$ cat src/logic/ulsr_defines.svh
// register offsets, field positions, reset values and timing figures of the uart aux block
`ifndef ULSR_DEFINES_SVH
`define ULSR_DEFINES_SVH
`define ULSR_OFF_THR 4'h0
`define ULSR_OFF_IER 4'h1
`define ULSR_OFF_LCR 4'h3
`define ULSR_OFF_MCR 4'h4
`define ULSR_OFF_DLL 4'h5
`define ULSR_OFF_DLM 4'h6
`define ULSR_OFF_EFR 4'h7
`define ULSR_OFF_AF1 4'h8
`define ULSR_OFF_AF2 4'h9
`define ULSR_OFF_PRE 4'hA
`define ULSR_OFF_STAT 4'hB
`define ULSR_OFF_RXD 4'hC
`define ULSR_MCR_DTR 0
`define ULSR_MCR_RTS 1
`define ULSR_MCR_OP1 2
`define ULSR_MCR_OP2 3
`define ULSR_MCR_LOOP 4
`define ULSR_MCR_CLKSEL 7
`define ULSR_IER_SLEEP 4
`define ULSR_EFR_ENH 4
`define ULSR_EFR_HWFC 6
`define ULSR_AF1_IGNRX 4
`define ULSR_AF2_AUTO485 4
`define ULSR_AF2_INV485 5
`define ULSR_REG_RESET 8'h00
`define ULSR_DIV_RESET 8'h01
`define ULSR_PRESCALE_SLOW 4
`define ULSR_IDLE_CHARS 4
`endif

$ cat src/logic/ulsr_pkg.sv
// types of the uart aux block
package ulsr_pkg;
  typedef enum logic [2:0] {
    ULSR_RUN = 3'b001,
    ULSR_SLEEP = 3'b010,
    ULSR_LOW_POWER_PIN = 3'b100
  } ulsr_pwr_t;
  typedef enum logic [2:0] {
    ULSR_TX_IDLE = 3'b001,
    ULSR_TX_SHIFT = 3'b010,
    ULSR_TX_DONE = 3'b100
  } ulsr_tx_t;
endpackage

$ cat src/logic/ulsr_top.sv
// uart aux logic: baud divider, loopback, sleep, low power, rs485 rts
`include "ulsr_defines.svh"

module ulsr_top #(
  parameter int DIVW = 16
) (
  // clock and reset
  input wire logic clk_i,
  input wire logic rst_i,
  // register port
  input wire logic [3:0] addr_i,
  input wire logic [7:0] wdata_i,
  input wire logic wr_i,
  input wire logic rd_i,
  output logic [7:0] rdata_o,
  // host side status from the rest of the uart
  input wire logic irq_pend_i,
  input wire logic rx_fifo_empty_i,
  input wire logic hw_flow_rts_i,
  // serial and modem pins
  input wire logic rx_pin_i,
  output logic tx_pin_o,
  input wire logic cts_pin_i,
  input wire logic dsr_pin_i,
  input wire logic cd_pin_i,
  input wire logic ri_pin_i,
  output logic rts_pin_o,
  output logic dtr_pin_o,
  output logic irq_o,
  output logic irq_oe_o,
  input wire logic low_power_pin_i,
  // clock gating and status
  output logic uart_clk_en_o,
  output logic host_iso_o,
  output ulsr_pkg::ulsr_pwr_t pwr_state_o
);
  import ulsr_pkg::*;

  // synchronisers for pins: first stage read only by second
  // reset to idle pin levels: low-power pin idles low, else a false low-power follows reset
  logic [5:0] sync1_ff, sync2_ff;
  always_ff @(posedge clk_i or posedge rst_i) begin
    if (rst_i) begin
      sync1_ff <= 6'h1F;
      sync2_ff <= 6'h1F;
    end else begin
      sync1_ff <= {low_power_pin_i, ri_pin_i, cd_pin_i, dsr_pin_i, cts_pin_i, rx_pin_i};
      sync2_ff <= sync1_ff;
    end
  end

  // registers
  logic [7:0] ier_ff, lcr_ff, mcr_ff, efr_ff, af1_ff, af2_ff, dll_ff, dlm_ff, pre_ff;
  logic [7:0] rxd_ff, rdata_ff;
  logic rxd_valid_ff;
  wire loop_on = mcr_ff[`ULSR_MCR_LOOP];
  ulsr_pwr_t pwr_ff, nxt_pwr;
  wire running = (pwr_ff == ULSR_RUN);
  // host writes are refused while isolated in low power, transmit load included
  wire wr_ok = wr_i && pwr_ff != ULSR_LOW_POWER_PIN;
  wire wr_thr = wr_ok && addr_i == `ULSR_OFF_THR;
  // divisor writes while asleep are the host's fault; they still land
  always_ff @(posedge clk_i or posedge rst_i) begin
    if (rst_i) begin
      ier_ff <= `ULSR_REG_RESET;
      lcr_ff <= `ULSR_REG_RESET;
      mcr_ff <= `ULSR_REG_RESET;
      efr_ff <= `ULSR_REG_RESET;
      af1_ff <= `ULSR_REG_RESET;
      af2_ff <= `ULSR_REG_RESET;
      dll_ff <= `ULSR_DIV_RESET;
      dlm_ff <= `ULSR_REG_RESET;
      pre_ff <= `ULSR_REG_RESET;
    end else if (wr_ok) begin
      unique case (addr_i)
        `ULSR_OFF_IER: ier_ff <= wdata_i;
        `ULSR_OFF_LCR: lcr_ff <= wdata_i;
        `ULSR_OFF_MCR: mcr_ff <= wdata_i;
        `ULSR_OFF_EFR: efr_ff <= wdata_i;
        `ULSR_OFF_AF1: af1_ff <= wdata_i;
        `ULSR_OFF_AF2: af2_ff <= wdata_i;
        `ULSR_OFF_DLL: dll_ff <= wdata_i; // low byte of divisor
        `ULSR_OFF_DLM: dlm_ff <= wdata_i; // high byte of divisor
        `ULSR_OFF_PRE: pre_ff <= wdata_i;
        default: ;
      endcase
    end
  end

  // baud tick: prescale 1 or 4, then divisor, then 16x
  wire [DIVW-1:0] divisor = {dlm_ff, dll_ff};
  logic [1:0] pre_cnt_ff;
  logic [DIVW-1:0] div_cnt_ff;
  logic [3:0] x16_ff;
  wire pre_tick = running && (!mcr_ff[`ULSR_MCR_CLKSEL] ||
                  pre_cnt_ff == 2'(`ULSR_PRESCALE_SLOW - 1));
  wire div_tick = pre_tick && div_cnt_ff >= divisor - DIVW'(1);
  wire bit_tick = div_tick && x16_ff == 4'hF;
  // clocks frozen unless running
  always_ff @(posedge clk_i or posedge rst_i) begin
    if (rst_i) begin
      pre_cnt_ff <= 2'h0;
      div_cnt_ff <= '0;
      x16_ff <= 4'h0;
    end else if (running) begin
      pre_cnt_ff <= pre_tick ? 2'h0 : pre_cnt_ff + 2'h1;
      if (pre_tick) div_cnt_ff <= div_tick ? '0 : div_cnt_ff + DIVW'(1);
      if (div_tick) x16_ff <= x16_ff + 4'h1;
    end
  end

  // character frame length in bits
  wire [3:0] frame_bits = 4'h1 + 4'h5 + 4'(lcr_ff[1:0]) + 4'(lcr_ff[3]) + 4'(lcr_ff[2]) + 4'h1;

  // transmitter: one shift register, loaded from the holding register write
  ulsr_tx_t tx_st_ff;
  logic [9:0] tx_sh_ff;
  logic [3:0] tx_cnt_ff;
  logic tx_pend_ff;
  logic [7:0] thr_ff;
  always_ff @(posedge clk_i or posedge rst_i) begin
    if (rst_i) begin
      tx_st_ff <= ULSR_TX_IDLE;
      tx_sh_ff <= 10'h3FF;
      tx_cnt_ff <= 4'h0;
      tx_pend_ff <= 1'b0;
      thr_ff <= 8'h00;
    end else begin
      if (wr_thr) begin
        tx_pend_ff <= 1'b1;
        thr_ff <= wdata_i;
      end
      unique case (tx_st_ff)
        ULSR_TX_IDLE: if (tx_pend_ff && bit_tick && !wr_thr) begin
          tx_sh_ff <= {1'b1, thr_ff, 1'b0};
          tx_cnt_ff <= frame_bits;
          tx_pend_ff <= 1'b0;
          tx_st_ff <= ULSR_TX_SHIFT;
        end
        ULSR_TX_SHIFT: if (bit_tick) begin
          tx_sh_ff <= {1'b1, tx_sh_ff[9:1]};
          tx_cnt_ff <= tx_cnt_ff - 4'h1;
          if (tx_cnt_ff == 4'h1) tx_st_ff <= ULSR_TX_DONE;
        end
        ULSR_TX_DONE: tx_st_ff <= ULSR_TX_IDLE;
      endcase
    end
  end
  wire tx_bit = (tx_st_ff == ULSR_TX_SHIFT) ? tx_sh_ff[0] : 1'b1;
  wire tx_empty = tx_st_ff == ULSR_TX_IDLE && !tx_pend_ff;

  // receive path: internal loop or pin
  wire rx_bit = loop_on ? tx_bit : sync2_ff[0];
  logic [3:0] rx_cnt_ff;
  logic [7:0] rx_sh_ff;
  logic rx_busy_ff;
  // simple sampler taking one sample per bit tick, with no centring, for the loopback check data
  always_ff @(posedge clk_i or posedge rst_i) begin
    if (rst_i) begin
      rx_busy_ff <= 1'b0;
      rx_cnt_ff <= 4'h0;
      rx_sh_ff <= 8'h00;
      rxd_ff <= 8'h00;
      rxd_valid_ff <= 1'b0;
    end else begin
      if (rd_i && addr_i == `ULSR_OFF_RXD) rxd_valid_ff <= 1'b0;
      if (bit_tick) begin
        if (!rx_busy_ff && !rx_bit) begin
          rx_busy_ff <= 1'b1;
          rx_cnt_ff <= frame_bits - 4'h1;
        end else if (rx_busy_ff) begin
          rx_cnt_ff <= rx_cnt_ff - 4'h1;
          if (rx_cnt_ff > 4'h1) rx_sh_ff <= {rx_bit, rx_sh_ff[7:1]};
          if (rx_cnt_ff == 4'h1) begin
            rx_busy_ff <= 1'b0;
            rxd_ff <= rx_sh_ff;
            rxd_valid_ff <= 1'b1; // set wins over read clear
          end
        end
      end
    end
  end

  // modem inputs, looped or from pins
  wire [3:0] modem_in = loop_on ?
      {mcr_ff[`ULSR_MCR_OP1], mcr_ff[`ULSR_MCR_OP2], mcr_ff[`ULSR_MCR_DTR],
       mcr_ff[`ULSR_MCR_RTS]} : sync2_ff[4:1];
  logic [3:0] modem_prev_ff;
  wire modem_chg = modem_in != modem_prev_ff;

  // rx idle counter in bit times
  logic [7:0] idle_ff;
  wire [7:0] idle_need = 8'(frame_bits) * 8'(`ULSR_IDLE_CHARS);
  wire rx_idle_ok = af1_ff[`ULSR_AF1_IGNRX] || idle_ff >= idle_need;
  always_ff @(posedge clk_i or posedge rst_i) begin
    if (rst_i) begin
      idle_ff <= 8'h00;
      modem_prev_ff <= 4'hF; // matches synced idle pins, no false change after reset
    end else begin
      modem_prev_ff <= modem_in;
      if (!rx_bit) idle_ff <= 8'h00;
      else if (bit_tick && idle_ff < idle_need) idle_ff <= idle_ff + 8'h01;
    end
  end

  // power state machine
  wire sleep_en = efr_ff[`ULSR_EFR_ENH] && ier_ff[`ULSR_IER_SLEEP];
  wire sleep_ok = sleep_en && rx_idle_ok && !modem_chg && tx_empty &&
                  !irq_pend_i && rx_fifo_empty_i && !rx_busy_ff;
  wire wake = !rx_bit || wr_thr || modem_chg || !sleep_en;
  always_comb begin
    nxt_pwr = pwr_ff;
    if (sync2_ff[5]) nxt_pwr = ULSR_LOW_POWER_PIN;
    else unique case (pwr_ff)
      ULSR_RUN: if (sleep_ok) nxt_pwr = ULSR_SLEEP;
      ULSR_SLEEP: if (wake) nxt_pwr = ULSR_RUN;
      ULSR_LOW_POWER_PIN: nxt_pwr = ULSR_RUN;
    endcase
  end

  // rts source select and auto rs485 turnaround
  wire auto485 = af2_ff[`ULSR_AF2_AUTO485];
  wire tx_active = !tx_empty || wr_thr;
  wire rts_485 = tx_active ^ !af2_ff[`ULSR_AF2_INV485];
  wire rts_norm = efr_ff[`ULSR_EFR_HWFC] ? hw_flow_rts_i : !mcr_ff[`ULSR_MCR_RTS];
  wire nxt_rts = loop_on ? 1'b1 : (auto485 ? rts_485 : rts_norm);

  // register read mux
  wire [7:0] stat = {3'h0, rxd_valid_ff, tx_empty, pwr_ff};
  logic [7:0] rmux;
  always_comb begin
    unique case (addr_i)
      `ULSR_OFF_IER: rmux = ier_ff;
      `ULSR_OFF_LCR: rmux = lcr_ff;
      `ULSR_OFF_MCR: rmux = mcr_ff;
      `ULSR_OFF_EFR: rmux = efr_ff;
      `ULSR_OFF_AF1: rmux = af1_ff;
      `ULSR_OFF_AF2: rmux = af2_ff;
      `ULSR_OFF_DLL: rmux = dll_ff;
      `ULSR_OFF_DLM: rmux = dlm_ff;
      `ULSR_OFF_PRE: rmux = pre_ff;
      `ULSR_OFF_STAT: rmux = stat;
      `ULSR_OFF_RXD: rmux = rxd_ff;
      default: rmux = 8'h00;
    endcase
  end

  // output flops
  always_ff @(posedge clk_i or posedge rst_i) begin
    if (rst_i) begin
      pwr_ff <= ULSR_RUN;
      rdata_ff <= 8'h00;
      tx_pin_o <= 1'b1;
      rts_pin_o <= 1'b1;
      dtr_pin_o <= 1'b1;
      irq_o <= 1'b0;
      irq_oe_o <= 1'b1;
      uart_clk_en_o <= 1'b1;
      host_iso_o <= 1'b0;
    end else begin
      pwr_ff <= nxt_pwr;
      rdata_ff <= rd_i ? rmux : 8'h00;
      tx_pin_o <= loop_on ? 1'b1 : tx_bit; // pin parked high in loopback
      rts_pin_o <= nxt_rts;
      dtr_pin_o <= loop_on ? 1'b1 : !mcr_ff[`ULSR_MCR_DTR];
      irq_o <= irq_pend_i;
      irq_oe_o <= !loop_on; // floated in loopback
      uart_clk_en_o <= nxt_pwr == ULSR_RUN;
      host_iso_o <= nxt_pwr == ULSR_LOW_POWER_PIN;
    end
  end
  assign rdata_o = rdata_ff;
  assign pwr_state_o = pwr_ff;

  // assertions
  irq_float_a: assert property (@(posedge clk_i) disable iff (rst_i)
    loop_on |=> !irq_oe_o) else $error("irq driven in loopback");
  low_power_pin_ent_a: assert property (@(posedge clk_i) disable iff (rst_i)
    sync2_ff[5] |=> pwr_ff == ULSR_LOW_POWER_PIN ##0 host_iso_o) else $error("low power not entered");
  sleep_gate_a: assert property (@(posedge clk_i) disable iff (rst_i)
    $rose(pwr_ff == ULSR_SLEEP) |-> $past(sleep_en)) else $error("sleep without enable");
  sleep_cond_a: assert property (@(posedge clk_i) disable iff (rst_i)
    (pwr_ff == ULSR_RUN && !tx_empty) |=> pwr_ff != ULSR_SLEEP) else $error("sleep with tx busy");
  idle_need_a: assert property (@(posedge clk_i) disable iff (rst_i)
    (pwr_ff == ULSR_RUN && nxt_pwr == ULSR_SLEEP) |-> rx_idle_ok) else $error("rx not idle");
  load_wake_a: assert property (@(posedge clk_i) disable iff (rst_i)
    (pwr_ff == ULSR_SLEEP && wr_thr && !sync2_ff[5]) |=> pwr_ff == ULSR_RUN)
    else $error("no wake on load");
  clk_stop_a: assert property (@(posedge clk_i) disable iff (rst_i)
    pwr_ff != ULSR_RUN |-> !bit_tick ##0 !uart_clk_en_o) else $error("clock runs asleep");
  rts_auto_a: assert property (@(posedge clk_i) disable iff (rst_i)
    (auto485 && !loop_on && !af2_ff[`ULSR_AF2_INV485] && wr_thr) |=> !rts_pin_o)
    else $error("rts not asserted on write");
  rtsinv_a: assert property (@(posedge clk_i) disable iff (rst_i)
    (auto485 && !loop_on && af2_ff[`ULSR_AF2_INV485] && wr_thr) |=> rts_pin_o)
    else $error("inverted rts wrong");
  tx_loop_a: assert property (@(posedge clk_i) disable iff (rst_i)
    loop_on |=> tx_pin_o) else $error("tx pin toggles in loopback");
  sleep_c: cover property (@(posedge clk_i) disable iff (rst_i) pwr_ff == ULSR_SLEEP);
  loop_rx_c: cover property (@(posedge clk_i) disable iff (rst_i) loop_on && $rose(rxd_valid_ff));
  low_power_pin_c: cover property (@(posedge clk_i) disable iff (rst_i) host_iso_o);
endmodule

$ cat config.mk
export PLATFORM = sky130hd
export DESIGN_NAME = ulsr_top
export DESIGN_NICKNAME = d
export VERILOG_FILES = /design/src/logic/ulsr_pkg.sv /design/src/logic/ulsr_top.sv
export VERILOG_INCLUDE_DIRS = /design/src /design/src/logic
export SDC_FILE = /design/constraint.sdc
export NUM_CORES = 1
export LEC_CHECK = 0
export BUFFER_PORTS_ARGS = -buffer_cell sky130_fd_sc_hd__clkbuf_2
export CORE_MARGIN = 5
export CORE_UTILIZATION = 40
export CTS_BUF_LIST = sky130_fd_sc_hd__clkbuf_8
export DETAILED_ROUTE_END_ITERATION = 10
export SLEW_MARGIN = 20
export SYNTH_ARGS = -nofsm -noshare
export SYNTH_HDL_FRONTEND = slang
export SYNTH_SLANG_ARGS = --single-unit
$ cat constraint.sdc
create_clock -name clk_i -period 12.7 [get_ports clk_i]
set_input_delay 0.635 -clock clk_i [delete_from_list [all_inputs] [get_ports clk_i]]
set_output_delay 0.635 -clock clk_i [all_outputs]
set_load 0.02 [all_outputs]
* Yosys cells after proc, flatten, opt, wreduce, memory -nomap -nowiden
Index checks and enable logic that the tools add are counted.
Word-level totals: word-level logic and storage cells 179, register bits 184, bits of input ports 25, output and inout port bits 18
Cells by class: magnitude comparators 4, $add $sub $neg 12, muxes and demuxes 41, reduce and logical (&&, ||, !) cells 56, eq/ne operators 29, bitwise gates (word level) 2
Operators by type and width (number):
- one-hot mux 8 bit (11 select lines) | 1
- equality test 4 bit (second input constant) | 6
- two-way mux 8 bit | 3
- AND reduction 2 bit | 12
- two-way mux 10 bit | 2
- two-way mux 4 bit | 5
- one-hot mux 10 bit (2 select lines) | 1
- logical AND 1 bit | 18
- two-way mux 1 bit | 18
- two-way mux 3 bit | 6
- one-hot mux 3 bit (3 select lines) | 2
- adder 16 x 1 -> 16 bit (second input constant) | 1
- equality test 4 x 3 -> 1 bit (second input constant) | 4
- >= comparator 16 bit | 1
- two-way mux 16 bit | 1
- subtractor 16 x 1 -> 16 bit (second input constant) | 1
- logical NOT 1 bit | 13
- equality test 4 x 1 -> 1 bit (second input constant) | 3
- subtractor 4 x 1 -> 4 bit (second input constant) | 3
- equality test 3 x 1 -> 1 bit (second input constant) | 3
- equality test 3 bit (second input constant) | 3
- adder 4 x 1 -> 4 bit | 2
- adder 4 x 1 -> 4 bit (second input constant) | 2
- adder 8 x 1 -> 8 bit (second input constant) | 1
- 21 further kinds | 32

* Depth between registers and ports, before layout
word-level depth 16, gate-level depth with buffers 14, depth with buffers taken out 14

* Least setup slack after synthesis
No wires, ideal clock.
path kind register to register, start point register dll_ff[4], end point register rx_sh_ff[0], cell stages (with the launch flop) 14, library setup time 0.125 ns, path buffers 1, period minus slack after synthesis 3.491 ns, arrival time 3.365 ns, path slack 9.209 ns, required time 12.575 ns, cells stage by stage dfrtp_1 -> nor3_1 -> nand2b_1 -> nor4_1 -> nand2_1 -> xor2_1 -> ha_1 -> nand4_1 -> a2111oi_2 -> a221oi_4 -> nor2_4 -> and3_1 -> buf_6 -> mux2_4
On the way: word-level cells in the longest chain between the ends 5
Ends and longest elaborated chain:
- from (decl) | line ulsr_top.sv:53 | logic [7:0] ier_ff, lcr_ff, mcr_ff, efr_ff, af1_ff, af2_ff, dll_ff, dlm_ff, pre_ff;
- from (signal assigned) | line ulsr_top.sv:71 | dll_ff <= `ULSR_DIV_RESET;
- from (signal assigned) | line ulsr_top.sv:82 | `ULSR_OFF_DLL: dll_ff <= wdata_i;
- subtractor 16 x 1 -> 16 bit | line ulsr_top.sv:97 | wire div_tick = pre_tick && div_cnt_ff >= divisor - DIVW'(1);
- >= comparator 16 bit | line ulsr_top.sv:97
- logical AND 1 bit | line ulsr_top.sv:97
- logical AND 1 bit | line ulsr_top.sv:98 | wire bit_tick = div_tick && x16_ff == 4'hF;
- AND reduction 4 bit (no source line)
- to (signal assigned) | line ulsr_top.sv:173 | if (rx_cnt_ff > 4'h1) rx_sh_ff <= {rx_bit, rx_sh_ff[7:1]};
- to (decl) | line ulsr_top.sv:155 | logic [7:0] rx_sh_ff;
No other way between the ends. A chain may end at the register's enable or synchronous reset.

* Worst setup path after layout
start point register dll_ff[4], end point register rx_sh_ff[7]
Same word-level chain as after synthesis.

==> metrics.csv <==
stage,metric,value,unit
synthesis,ys_async_sr_fraction,100,%
clocking,clock_latency_reported_for_the_late_side_of_the_worst_skew_pair,0.48,ns
worst_setup_path,worstPathRequired,13.07,ns
worst_setup_path,timing.critical_path.buf_inv,0,
clocking,cts.clk_slew.worst_paths,0.11,ns
finish,multi_input_comb_area,4320,sq um
run,drv.max_cap_violation_count,0,
die,num_rows,55,
timing,final-setup-viol-count,0,
clocking,post_cts_resized,0,
clocking,clock_tree.htree_level_count,4,
clocking,tritoncts.num_buffers,17,
worst_setup_path,critical_path.reg2reg.startpoint,dll_ff[4]$_DFFE_PP0P_,
timing,fmax,0.240,GHz
power,post-layout-total-power,1470,uW
synthesis,post_synthesis_net_count,876,
die,fp.dieH,162,microns
global_routing,antenna_found_initial,0,
synthesis,avgSynthCellArea,11.3,sq um
power,power_density,145,nW/um^2
detailed_routing,dr.first_iter.drc_count,377,
finish,layout.nets,905,
synthesis,synth_flop_cell,sky130_fd_sc_hd__dfrtp_1,
min_path,hold_start,rx_pin_i,
synthesis,number_of_enable_flip_flop_cells_after_synthesis,0,
timing,worstMarginPinSlew,0.953,ns
worst_setup_path,slowest_cell_on_the_critical_path,sky130_fd_sc_hd__and3_1,
finish,fillCellCount,2108,
timing,final_max_slew_viol_count,0,
outcome,status,"complete, no violations",
min_path,min_to,sync1_ff[0]$_DFF_PP1_,
worst_setup_path,critical-path-max-stage-delay,0.57,ns
finish,largest_registers,"div_cnt_ff (16), tx_sh_ff (9)",
min_path,holdCritPathClass,in -> reg,
synthesis,synthesis.yosys.warnings,0,
detailed_routing,wl_met3,827,microns
timing,grt_setup_unrepaired,false,
worst_setup_path,cell_type_group_with_the_largest_total_delay_on_the_critical_path,simple AND/OR/NAND/NOR gates,
place,placement.io_buffers,42,
detailed_routing,wl_met2,10.1,mm
global_routing,grt_util_all_layers,17.0,%
finish,seqCellArea,4620,sq um
worst_setup_path,criticalPathCategory,reg -> reg,
worst_setup_path,reg2reg_slack,8.53,ns
synthesis,synth.distinct_cells,71,
timing,timing.slew.headroom,36.5,%
timing,final.hold.worst_slack,0.224,ns
finish,n_antenna_cell,0,
synthesis,synth.cell_area,9200,sq um
timing,timing.final.crit_share,32.8,%
detailed_routing,topRoutingLayerUsed,met4,
worst_setup_path,worst-r2r-cell-count,12,
timing,timing.setup.tns,0,ns
detailed_routing,dr.pass1.iters,4,
clocking,cts-hold-fix-buffers,0,
finish,flip_flop_count_of_the_largest_register_after_layout,16,
timing,finalClockSkew,0.0203,ns
clocking,numClockSinks,183,
die,initial_core_utilization,40.7,%
die,dieWidth,162,microns
finish,largest-register,div_cnt_ff,
die,coreArea,22600,sq um
clocking,clock_path_buffers,2,
detailed_routing,routed_wirelength,21.5,mm
detailed_routing,dr_total_vias,6318,
global_routing,grt_pass1_wl,35.3,mm
place,gp_congestion,0.836,
synthesis,ys_ff_latch,183,
finish,area_growth,9.56,%
detailed_routing,drt-vias-per-instance,5.52,
timing,finalHoldViolations,0,
worst_setup_path,startpoint_type,flip-flop,
power,max-vdd-ir-drop,0.0886,mV
worst_setup_path,crit_path_cell_trace,"nor3_1, nand2b_1, nor4_1, nand2_1, xor2_1, ha_1, nand4_1, a2111oi_2, a221oi_4, nor2_4, and3_1, mux2_4",
place,hpwlAfterDp,15.2,mm
detailed_routing,detail_route.drc_violations,0,
clocking,tritoncts,yes,
finish,mostFrequentLayoutCell,sky130_fd_sc_hd__dfrtp_1,
detailed_routing,wire_per_inst,18.8,microns
die,io_pins,43,
clocking,clock-root-buffer,sky130_fd_sc_hd__clkbuf_8,
worst_setup_path,cp_data_arrival_time,4.54,ns
worst_setup_path,rr_endpoint,rx_sh_ff[7]$_DFFE_PP0P_,
worst_setup_path,critical_path.endpoint_type,flip-flop,
synthesis,synth_seq_area_share,50.2,%
finish,layout-drive-gt1-share,27.8,%
synthesis,netlist_instances,817,
detailed_routing,route.antenna.remaining_nets,0,
worst_setup_path,critical_path_peak_fanout,10,
timing,post-route-min-period,4.17,ns
global_routing,grt.overflow.total,0,
finish,layout.cells.most_common_list,"152 x sky130_fd_sc_hd__dfrtp_1, 100 x sky130_fd_sc_hd__mux2_2, 74 x sky130_fd_sc_hd__nor2_1",
power,static-leakage-power,0.00444,uW
global_routing,number_of_global_route_vias_before_repair,6271,
min_path,worst_hold_stages,1,
die,die_area,26100,sq um
global_routing,grt_max_degree,132,
clocking,post-cts-setup-buffers,0,
detailed_routing,routedLengthMet1,10.1,mm
[final cells by class]
type                            count  area share [%]
Clock buffer                       17            2.32
Sequential cell                   183            45.8
Inverter                           31            1.23
Timing Repair Buffer               47            2.49
Multi-Input combinational cell    566            42.8
Tap cell                          285            3.54
Clock inverter                     15            1.81
[how the worst max path moves through the flow]
stage	to	cells after the start	start	slack [ns]
2_1_floorplan	af1_ff[0]$_DFFE_PP0P_	1	rst_i	7.14
3_3_place_gp	tx_cnt_ff[3]$_DFFE_PP0P_	13	dll_ff[4]$_DFFE_PP0P_	8.44
3_5_place_dp	tx_cnt_ff[2]$_DFFE_PP0P_	13	dll_ff[4]$_DFFE_PP0P_	8.29
4_1_cts	tx_cnt_ff[3]$_DFFE_PP0P_	13	dll_ff[4]$_DFFE_PP0P_	8.30
5_1_grt	rx_sh_ff[7]$_DFFE_PP0P_	13	dll_ff[4]$_DFFE_PP0P_	8.26
6_report	rx_sh_ff[7]$_DFFE_PP0P_	12	dll_ff[4]$_DFFE_PP0P_	8.53
[routing by layer]
metal  vias up  track usage (%)
met3        28             2.94
met2       127             27.3
met4         0             5.46
met1      3179             23.7
li1       2984                -
met5         -                0
[worst register-to-register path: cells and delay by family, from the launching register on]
kind	cells	cell delay, ns
and+or+nand+nor	7	2.04
AOI/OAI and AO/OA	2	0.74
DFF	1	0.44
muxes	1	0.35
adders and majority gates	1	0.32
xor gates and xnor gates	1	0.19
[synthesized netlist by cell type (6+ instances only)]
library cell	n	area, sq um
sky130_fd_sc_hd__dfstp_2	31	815
sky130_fd_sc_hd__ha_1	33	413
sky130_fd_sc_hd__nand2b_1	11	68.8
sky130_fd_sc_hd__a22oi_1	14	105
sky130_fd_sc_hd__buf_1	9	33.8
sky130_fd_sc_hd__nand4_1	9	56.3
sky130_fd_sc_hd__a21oi_1	26	130
sky130_fd_sc_hd__a31oi_1	10	62.6
sky130_fd_sc_hd__nor2_1	74	278
sky130_fd_sc_hd__mux2_2	100	1130
sky130_fd_sc_hd__inv_1	31	116
sky130_fd_sc_hd__xnor2_1	26	228
sky130_fd_sc_hd__mux2_4	8	120
sky130_fd_sc_hd__o22ai_1	7	43.8
sky130_fd_sc_hd__dfrtp_1	152	3800
sky130_fd_sc_hd__nand2_1	55	206
sky130_fd_sc_hd__o21ai_0	26	130
sky130_fd_sc_hd__nor3_1	15	75.1
sky130_fd_sc_hd__a22o_1	12	105
sky130_fd_sc_hd__nor2b_1	12	75.1
sky130_fd_sc_hd__mux2i_1	12	120
sky130_fd_sc_hd__xor2_1	15	131
sky130_fd_sc_hd__nand3_1	27	135
sky130_fd_sc_hd__clkbuf_1	23	86.3
sky130_fd_sc_hd__nor4_1	6	37.5
[metrics by stage]
step	std cells	util [%]	worst slack (ns)	area [sq um]
after floorplan	817	-	7.14	9200
after global placement	1111	42.6	8.44	9650
after detailed placement	1111	42.6	8.29	9650
after CTS	1143	44.5	8.30	10100
after global routing	1144	44.5	8.26	10100
final	1144	44.5	8.53	10100
[power breakdown]
group          switching (uW)  internal (uW)  leakage, uW
registers                71.0            669      0.00230
clock network             247            151     0.000209
logic                     175            152      0.00193
[cells by family after synthesis]
| family | after synthesis | share of synthesized area [%] |
|---|---|---|
| and+or+nand+nor | 235 | 12.8 |
| AOI/OAI and AO/OA | 136 | 10.5 |
| DFF | 183 | 50.2 |
| adders and majority gates | 34 | 4.70 |
| buffers and inverters | 68 | 3.00 |
| xor gates and xnor gates | 41 | 3.90 |
| muxes | 120 | 14.8 |
(Power assumes the default switching activity.)
